===== src/inc/softstart_params.svh =====
// Timing counts, encodings and functional notes for the soft-start sequencer
// Functional notes
// - The core regulator enable follows the aux regulator pin, active when high or floating.
// - A core rail below the lower undervoltage threshold turns the device off, unlatched.
// - A rise past the upper threshold turns it on again, and a fall then rise is a power-on reset; the code stays off until the run bit is set again.
// - A latched fault is left only by a power-on reset or by clearing then setting the run bit.
// - The gate regulator is off while disabled, and the core regulator follows only the aux pin.
// - After power-on reset the run bit in the main config register is zero and the device stays off.
// - Soft-start begins at once when the run bit becomes set.
// - Standalone phase one runs quarter frequency, 20% limit, channels off, until 1 ms after max.
// - Standalone phase two restores frequency and limit first, then enables the channels.
// - Master phase one runs eighth frequency, 20% limit, channels on, until 1 ms after max.
// - Master phase two runs half frequency for about 2 ms.
// - Master phase three runs nominal frequency and 40% limit for about 5 ms.
// - Master phase four restores the nominal current limit.
// - Clearing the run bit shuts the device down.
// - Clearing the run bit keeps the configuration registers intact.
// - Turning off through the aux pin is a power-on reset that clears all registers.
`ifndef SOFTSTART_PARAMS_SVH
`define SOFTSTART_PARAMS_SVH
`define CLK_PERIOD_NS 10
`define PH1_TAIL_US 1000
`define PH2_HOLD_US 2000
`define PH3_HOLD_US 5000
`define PH1_TAIL_CYC ((`PH1_TAIL_US * 1000) / `CLK_PERIOD_NS)
`define PH2_HOLD_CYC ((`PH2_HOLD_US * 1000) / `CLK_PERIOD_NS)
`define PH3_HOLD_CYC ((`PH3_HOLD_US * 1000) / `CLK_PERIOD_NS)
`define FDIV_NOMINAL 2'h0
`define FDIV_HALF 2'h1
`define FDIV_QUARTER 2'h2
`define FDIV_EIGHTH 2'h3
`define ILIM_NOMINAL 2'h0
`define ILIM_20PCT 2'h1
`define ILIM_40PCT 2'h2
`endif


===== src/inc/softstart_pkg.sv =====
// Types for the soft-start sequencer
package softstart_pkg;
   typedef enum logic [6:0] {
      ST_OFF = 7'b000_0001,
      ST_SA_RAMP = 7'b000_0010,
      ST_SA_RUN = 7'b000_0100,
      ST_MS_RAMP = 7'b000_1000,
      ST_MS_HALF = 7'b001_0000,
      ST_MS_FORTY = 7'b010_0000,
      ST_MS_RUN = 7'b100_0000
   } seq_state_t;
endpackage


===== src/hdl/power_up_softstart_sequencer.sv =====
// Power-up, soft-start and shutdown sequencer
`timescale 1ns/1ps
`default_nettype none
`include "softstart_params.svh"
module power_up_softstart_sequencer #(
   parameter int PH1_TAIL = `PH1_TAIL_CYC,
   parameter int PH2_HOLD = `PH2_HOLD_CYC,
   parameter int PH3_HOLD = `PH3_HOLD_CYC
) (
   input wire logic i_clock,
   input wire logic i_reset,
   input wire logic i_aux_regulator_pin,
   input wire logic i_core_rail_below_low,
   input wire logic i_core_rail_above_high,
   input wire logic i_run_control_bit,
   input wire logic i_master_mode,
   input wire logic i_output_at_max,
   input wire logic i_fault_latch,
   output logic o_core_reg_enable,
   output logic o_gate_reg_enable,
   output logic o_por,
   output logic o_device_on,
   output logic [1:0] o_freq_div,
   output logic [1:0] o_current_limit,
   output logic o_channels_enable,
   output logic o_fault_latched
);
   softstart_pkg::seq_state_t state_ff, nxt_state;
   logic uvlo_ff, nxt_uvlo;
   logic run_d_ff, fault_ff, max_seen_ff, chan_ff, gate_ff;
   logic [1:0] fdiv_ff, ilim_ff;
   logic [31:0] cnt_ff;
   logic run_rise, off_req, cnt_done, por;
   logic [31:0] limit;

   assign o_core_reg_enable = i_aux_regulator_pin;
   assign nxt_uvlo = i_core_rail_below_low ? 1'b1 : (i_core_rail_above_high ? 1'b0 : uvlo_ff);
   // aux pin low is a power-on reset
   assign por = uvlo_ff | ~i_aux_regulator_pin;
   assign o_por = por;
   assign run_rise = i_run_control_bit & ~run_d_ff;
   assign off_req = ~i_run_control_bit | fault_ff | por;
   assign limit = (state_ff == softstart_pkg::ST_MS_HALF) ? PH2_HOLD :
      (state_ff == softstart_pkg::ST_MS_FORTY) ? PH3_HOLD : PH1_TAIL;
   assign cnt_done = (cnt_ff >= limit - 1);

   always_comb begin
      nxt_state = state_ff;
      case (state_ff)
         softstart_pkg::ST_OFF: begin
            if (run_rise && !por && !fault_ff) begin
               nxt_state = i_master_mode ? softstart_pkg::ST_MS_RAMP : softstart_pkg::ST_SA_RAMP;
            end
         end
         softstart_pkg::ST_SA_RAMP: begin
            if (max_seen_ff && cnt_done) begin
               nxt_state = softstart_pkg::ST_SA_RUN;
            end
         end
         softstart_pkg::ST_MS_RAMP: begin
            if (max_seen_ff && cnt_done) begin
               nxt_state = softstart_pkg::ST_MS_HALF;
            end
         end
         softstart_pkg::ST_MS_HALF: begin
            if (cnt_done) begin
               nxt_state = softstart_pkg::ST_MS_FORTY;
            end
         end
         softstart_pkg::ST_MS_FORTY: begin
            if (cnt_done) begin
               nxt_state = softstart_pkg::ST_MS_RUN;
            end
         end
         softstart_pkg::ST_SA_RUN, softstart_pkg::ST_MS_RUN: begin
         end
         default: begin
            nxt_state = softstart_pkg::ST_OFF;
         end
      endcase
      if (off_req) begin
         nxt_state = softstart_pkg::ST_OFF;
      end
   end

   always_ff @(posedge i_clock or posedge i_reset) begin
      if (i_reset) begin
         uvlo_ff <= 1'b1;
      end else begin
         uvlo_ff <= nxt_uvlo;
      end
   end

   // run bit reads zero after power-on reset
   always_ff @(posedge i_clock or posedge i_reset) begin
      if (i_reset) begin
         run_d_ff <= 1'b0;
      end else begin
         run_d_ff <= i_run_control_bit & ~por;
      end
   end

   // fault left by reset, power-on reset or run bit low
   always_ff @(posedge i_clock or posedge i_reset) begin
      if (i_reset) begin
         fault_ff <= 1'b0;
      end else if (i_fault_latch && state_ff != softstart_pkg::ST_OFF) begin
         fault_ff <= 1'b1;
      end else if (por || !i_run_control_bit) begin
         fault_ff <= 1'b0;
      end
   end

   always_ff @(posedge i_clock or posedge i_reset) begin
      if (i_reset) begin
         state_ff <= softstart_pkg::ST_OFF;
      end else begin
         state_ff <= nxt_state;
      end
   end

   // wait for max in ramp states, then count tail; hold phases count at once
   always_ff @(posedge i_clock or posedge i_reset) begin
      if (i_reset) begin
         max_seen_ff <= 1'b0;
         cnt_ff <= 32'h0000_0000;
      end else if (nxt_state != state_ff) begin
         max_seen_ff <= 1'b0;
         cnt_ff <= 32'h0000_0000;
      end else begin
         max_seen_ff <= max_seen_ff | i_output_at_max;
         if (max_seen_ff || state_ff == softstart_pkg::ST_MS_HALF
               || state_ff == softstart_pkg::ST_MS_FORTY) begin
            cnt_ff <= cnt_ff + 32'h0000_0001;
         end
      end
   end

   // Phase outputs
   always_ff @(posedge i_clock or posedge i_reset) begin
      if (i_reset) begin
         fdiv_ff <= `FDIV_NOMINAL;
         ilim_ff <= `ILIM_NOMINAL;
         chan_ff <= 1'b0;
         gate_ff <= 1'b0;
      end else begin
         gate_ff <= (nxt_state != softstart_pkg::ST_OFF);
         case (nxt_state)
            softstart_pkg::ST_SA_RAMP: begin
               fdiv_ff <= `FDIV_QUARTER;
               ilim_ff <= `ILIM_20PCT;
               chan_ff <= 1'b0;
            end
            softstart_pkg::ST_SA_RUN: begin
               fdiv_ff <= `FDIV_NOMINAL;
               ilim_ff <= `ILIM_NOMINAL;
               chan_ff <= (state_ff == softstart_pkg::ST_SA_RUN);
            end
            softstart_pkg::ST_MS_RAMP: begin
               fdiv_ff <= `FDIV_EIGHTH;
               ilim_ff <= `ILIM_20PCT;
               chan_ff <= 1'b1;
            end
            softstart_pkg::ST_MS_HALF: begin
               fdiv_ff <= `FDIV_HALF;
               ilim_ff <= `ILIM_20PCT;
               chan_ff <= 1'b1;
            end
            softstart_pkg::ST_MS_FORTY: begin
               fdiv_ff <= `FDIV_NOMINAL;
               ilim_ff <= `ILIM_40PCT;
               chan_ff <= 1'b1;
            end
            softstart_pkg::ST_MS_RUN: begin
               fdiv_ff <= `FDIV_NOMINAL;
               ilim_ff <= `ILIM_NOMINAL;
               chan_ff <= 1'b1;
            end
            default: begin
               fdiv_ff <= `FDIV_NOMINAL;
               ilim_ff <= `ILIM_NOMINAL;
               chan_ff <= 1'b0;
            end
         endcase
      end
   end

   assign o_gate_reg_enable = gate_ff;
   assign o_device_on = gate_ff;
   assign o_freq_div = fdiv_ff;
   assign o_current_limit = ilim_ff;
   assign o_channels_enable = chan_ff;
   assign o_fault_latched = fault_ff;
endmodule
`default_nettype wire


===== config.mk =====
export PLATFORM = sky130hd
export DESIGN_NAME = power_up_softstart_sequencer
export DESIGN_NICKNAME = d
export VERILOG_FILES = /design/src/inc/softstart_pkg.sv /design/src/hdl/power_up_softstart_sequencer.sv
export VERILOG_INCLUDE_DIRS = /design/src /design/src/inc
export SDC_FILE = /design/constraint.sdc
export NUM_CORES = 1
export LEC_CHECK = 0
export ABC_CLOCK_PERIOD_IN_PS = 4200
export BUFFER_PORTS_ARGS = -buffer_cell sky130_fd_sc_hd__buf_2
export CORE_ASPECT_RATIO = 0.75
export CORE_MARGIN = 3
export CORE_UTILIZATION = 60
export CTS_BUF_LIST = sky130_fd_sc_hd__clkbuf_8
export CTS_CLUSTER_SIZE = 28
export DETAILED_ROUTE_END_ITERATION = 10
export PLACE_DENSITY_LB_ADDON = 0.25
export SYNTH_ARGS = -nofsm -noshare
export SYNTH_HDL_FRONTEND = slang
export SYNTH_SLANG_ARGS = --single-unit

===== constraint.sdc =====
create_clock -name i_clock -period 4.2 [get_ports i_clock]
set_clock_uncertainty 0.15 [all_clocks]
set_input_delay 0.21 -clock i_clock [delete_from_list [all_inputs] [get_ports i_clock]]
set_output_delay 0.21 -clock i_clock [all_outputs]
set_load 0.03 [all_outputs]

==> results.md <==
* Status: finished with violations
* Failing checks: hold timing
* Die Area at 6130 um^2
* Max Fclk at 0.251 GHz
* Critical setup path kind: reg -> reg
* CP Max Fanout at 32
* Worst slew margin at 32.6%
* Syn Area/Cell at 9.00 um^2
* Worst setup path startpoint: state_ff[3]$_DFF_PP0_
* Crit path DAT at 4.03 ns
* First-pass GRT wire length at 12.6 mm
* Main synth FF type: dfrtp_1
* Via count at 2745
* Mapped Cells at 348
* Initial antenna violation count at 0
* Worst Setup Start Kind: flip-flop
* Slack of the worst reg-to-reg path at 0.21 ns
* Largest net degree at the start of global routing at 50
* Residual DRC at 0
* Final Hold Violating Endpoints at 17
* Final worst slack at 0.209 ns
* Pwr Density at 262 nW/um^2
* Antenna cell count at 0
* Register bit total from synthesis at 49
* Critical Path Sink Type: flip-flop
* Grt total ovfl at 0
* Req. time, crit path at 4.24 ns
* Worst slack, placed at -0.147 ns
* Clock Path Buffers at 2
* Clock root buffer: clkbuf_8
* Global placer's final weighted congestion at 0.931
* LEAKAGE at 1.54 nW
* Vias/cell at 6.32
* Share of layout cells above drive strength 1 at 15.8%
* Total wire length at 7.51 mm
* RSZ-0062 raised after global routing: yes
* Synthesized area at 3130 um^2
* Die H at 68.6 um
* Vias in the first global route at 2462
* DR WL/cell at 17.3 um
* Synth Warn # at 0
* Final period utilization at 95.0%
* Number of DRC markers in iteration 0 at 192
* H-tree Lvls at 2
* Slew @ Worst Pin at 1.01 ns
* All-Layer GR Usage at 26.8%
* Final setup vio count at 0
* Reg2Reg Launch Point: state_ff[3]$_DFF_PP0_
* Max cap viols at 0
* Initial Util at 63.2%
* Reg-to-reg endpoint: cnt_ff[22]$_DFFE_PP0P_
* Register clock-pin slew on the reported worst setup and hold paths at 0.09 ns
* Nets at 396
* Hold Crit Class: in -> async
* Ports at 19
* # clock sinks at 49
* Post-synth cell types at 59
* Total CTS buffers at 5
* Drt first pass iters at 5
* Final min period at 3.99 ns
* Die width at 89.4 um
* Setup TNS at 0 ns
* Remaining antenna violation count at 0
* Worst skew pair latency at 0.31 ns
* Worst reg-to-reg path cell count at 15
* Hold WS at -0.0121 ns
* Hpwl dp at 5.38 mm
* Register area share after synthesis at 39.2%
* Slew Limit Fails at 0
* # rows at 22
* EDFF count, synth at 0
* CORE AREA at 4950 um^2
* Fraction of registers with async set/reset at 100%
* Buffers added on ports at 18
* Area Overhead vs Synth at 11.1%
* Worst vdd ir at 0.000214 V
* CTS tree: built
-- per-stage QoR --
stage | area, um^2 | power, mW | utilization [%] | std cells | hold slack (ns)
CTS | 3450 | 0.915 | 69.6 | 432 | 0.00714
detailed placement | 3330 | 0.644 | 67.2 | 422 | 0.244
global route | 3480 | 0.954 | 70.3 | 434 | 0.0165
floorplan | 3140 | 0.613 | - | 349 | 0.153
global placement | 3330 | 0.639 | 67.2 | 422 | 0.239
finish | 3480 | 0.913 | 70.3 | 434 | -0.0121
-- sequential cells by signal, summed over array words and instances (netlist names) --
register / flops
o_fault_latched: 1
state_ff: 7
run_d_ff: 1
o_current_limit: 2
cnt_ff: 32
o_channels_enable: 1
o_freq_div: 2
o_device_on: 1
max_seen_ff: 1
uvlo_ff: 1
-- how the worst max path moves through the flow --
stage | to
after global routing | cnt_ff[1]$_DFFE_PP0P_
after global placement | cnt_ff[31]$_DFFE_PP0P_
final | cnt_ff[22]$_DFFE_PP0P_
after floorplan | cnt_ff[5]$_DFFE_PP0P_
after CTS | cnt_ff[22]$_DFFE_PP0P_
after detailed placement | cnt_ff[8]$_DFFE_PP0P_
-- worst max-delay path, stage by stage, from the launching register on --
cell      delay [ns]
dfrtp_1         0.39
buf_4           0.18
or4_4           0.55
nor3_1          0.26
buf_4           0.19
inv_1           0.07
ha_1            0.19
a211oi_1        0.20
nand4_1         0.14
a311oi_2        0.37
nand2_1         0.12
buf_4           0.18
a31oi_1         0.20
nor2_2          0.07
buf_4           0.24
nor4_1          0.34
-- cells in the mapped netlist, types with 2 or more instances --
cell	instances	area, um^2
nand2_1	24	90.1
inv_1	12	45.0
o21ai_0	12	60.1
a31o_2	2	17.5
nor2_1	28	105
and3_1	5	31.3
nor4b_1	6	52.6
conb_1	2	7.51
a31oi_1	4	25.0
dfrtp_1	47	1180
nor3_1	8	40.0
and4_1	4	35.0
xor2_1	17	149
o211ai_1	3	22.5
nand4_1	8	50.1
xnor2_1	18	158
nor4_1	31	194
a21oi_1	15	75.1
buf_2	6	30.0
dfstp_2	2	52.6
ha_1	14	175
buf_4	2	15.0
or3_1	2	12.5
o21a_1	2	15.0
a22oi_1	2	15.0
and2_1	3	18.8
nor2b_1	5	31.3
nand4b_1	3	26.3
nand3_1	18	90.1
clkbuf_1	13	48.8
o22ai_1	2	12.5
-- placed cells by master, fill, tap and decap left out, drive strengths merged, types with 4 or more instances in the layout --
cell type,count
nor4,32
nor3,8
and3,5
clkbuf,5
xor2,17
and4,4
a21oi,15
a31oi,4
nor4b,6
nand4,8
inv,14
nand3,19
buf,36
nand2,24
ha,14
nor2b,5
dfrtp,47
o21ai,13
nor2,28
xnor2,18
-- metal layers --
| metal | track usage, % | wire length (um) |
|---|---|---|
| met1 | 43.6 | 3880 |
| met2 | 35.8 | 3210 |
| met3 | 4.51 | 353 |
| met4 | 7.25 | 65 |
| met5 | 0 | 0 |
-- report_power, final --
group / total, mW / switching, mW / internal [mW]
Sequential: 0.524 / 0.0282 / 0.495
Combinational: 0.115 / 0.0681 / 0.0468
Clock: 0.274 / 0.161 / 0.113
Total: 0.913 / 0.257 / 0.656
-- logic make-up after synthesis --
group | after synthesis | synth area share [%]
XOR/XNOR | 35 | 9.78
AO/OA/AOI/OAI | 56 | 11.5
AND/OR/NAND/NOR | 158 | 28.9
buffers and inverters | 33 | 4.43
flip-flops | 49 | 39.2
adder cells (fa/ha/maj) | 14 | 5.59
other | 2 | 0.240
multiplexers | 1 | 0.320
-- area by class of cell --
cell class                      instances  area [um^2]
Clock buffer                            5         68.8
Inverter                               12         45.0
Multi-Input combinational cell        267         1800
Tap cell                               60         75.1
Fill cell                             399         1470
Sequential cell                        49         1230
Clock inverter                          3         15.0
Timing Repair Buffer                   38          245
-- timing repair --
item                                    in CTS  in global routing
pin swaps                                    0                  1
gates resized for setup                      3                  3
endpoints found under the setup margin      32                 33
hold buffers                                 2                  0
setup buffers                                0                  2
endpoints found under the hold margin        2                  0
(Power assumes the default switching activity.)
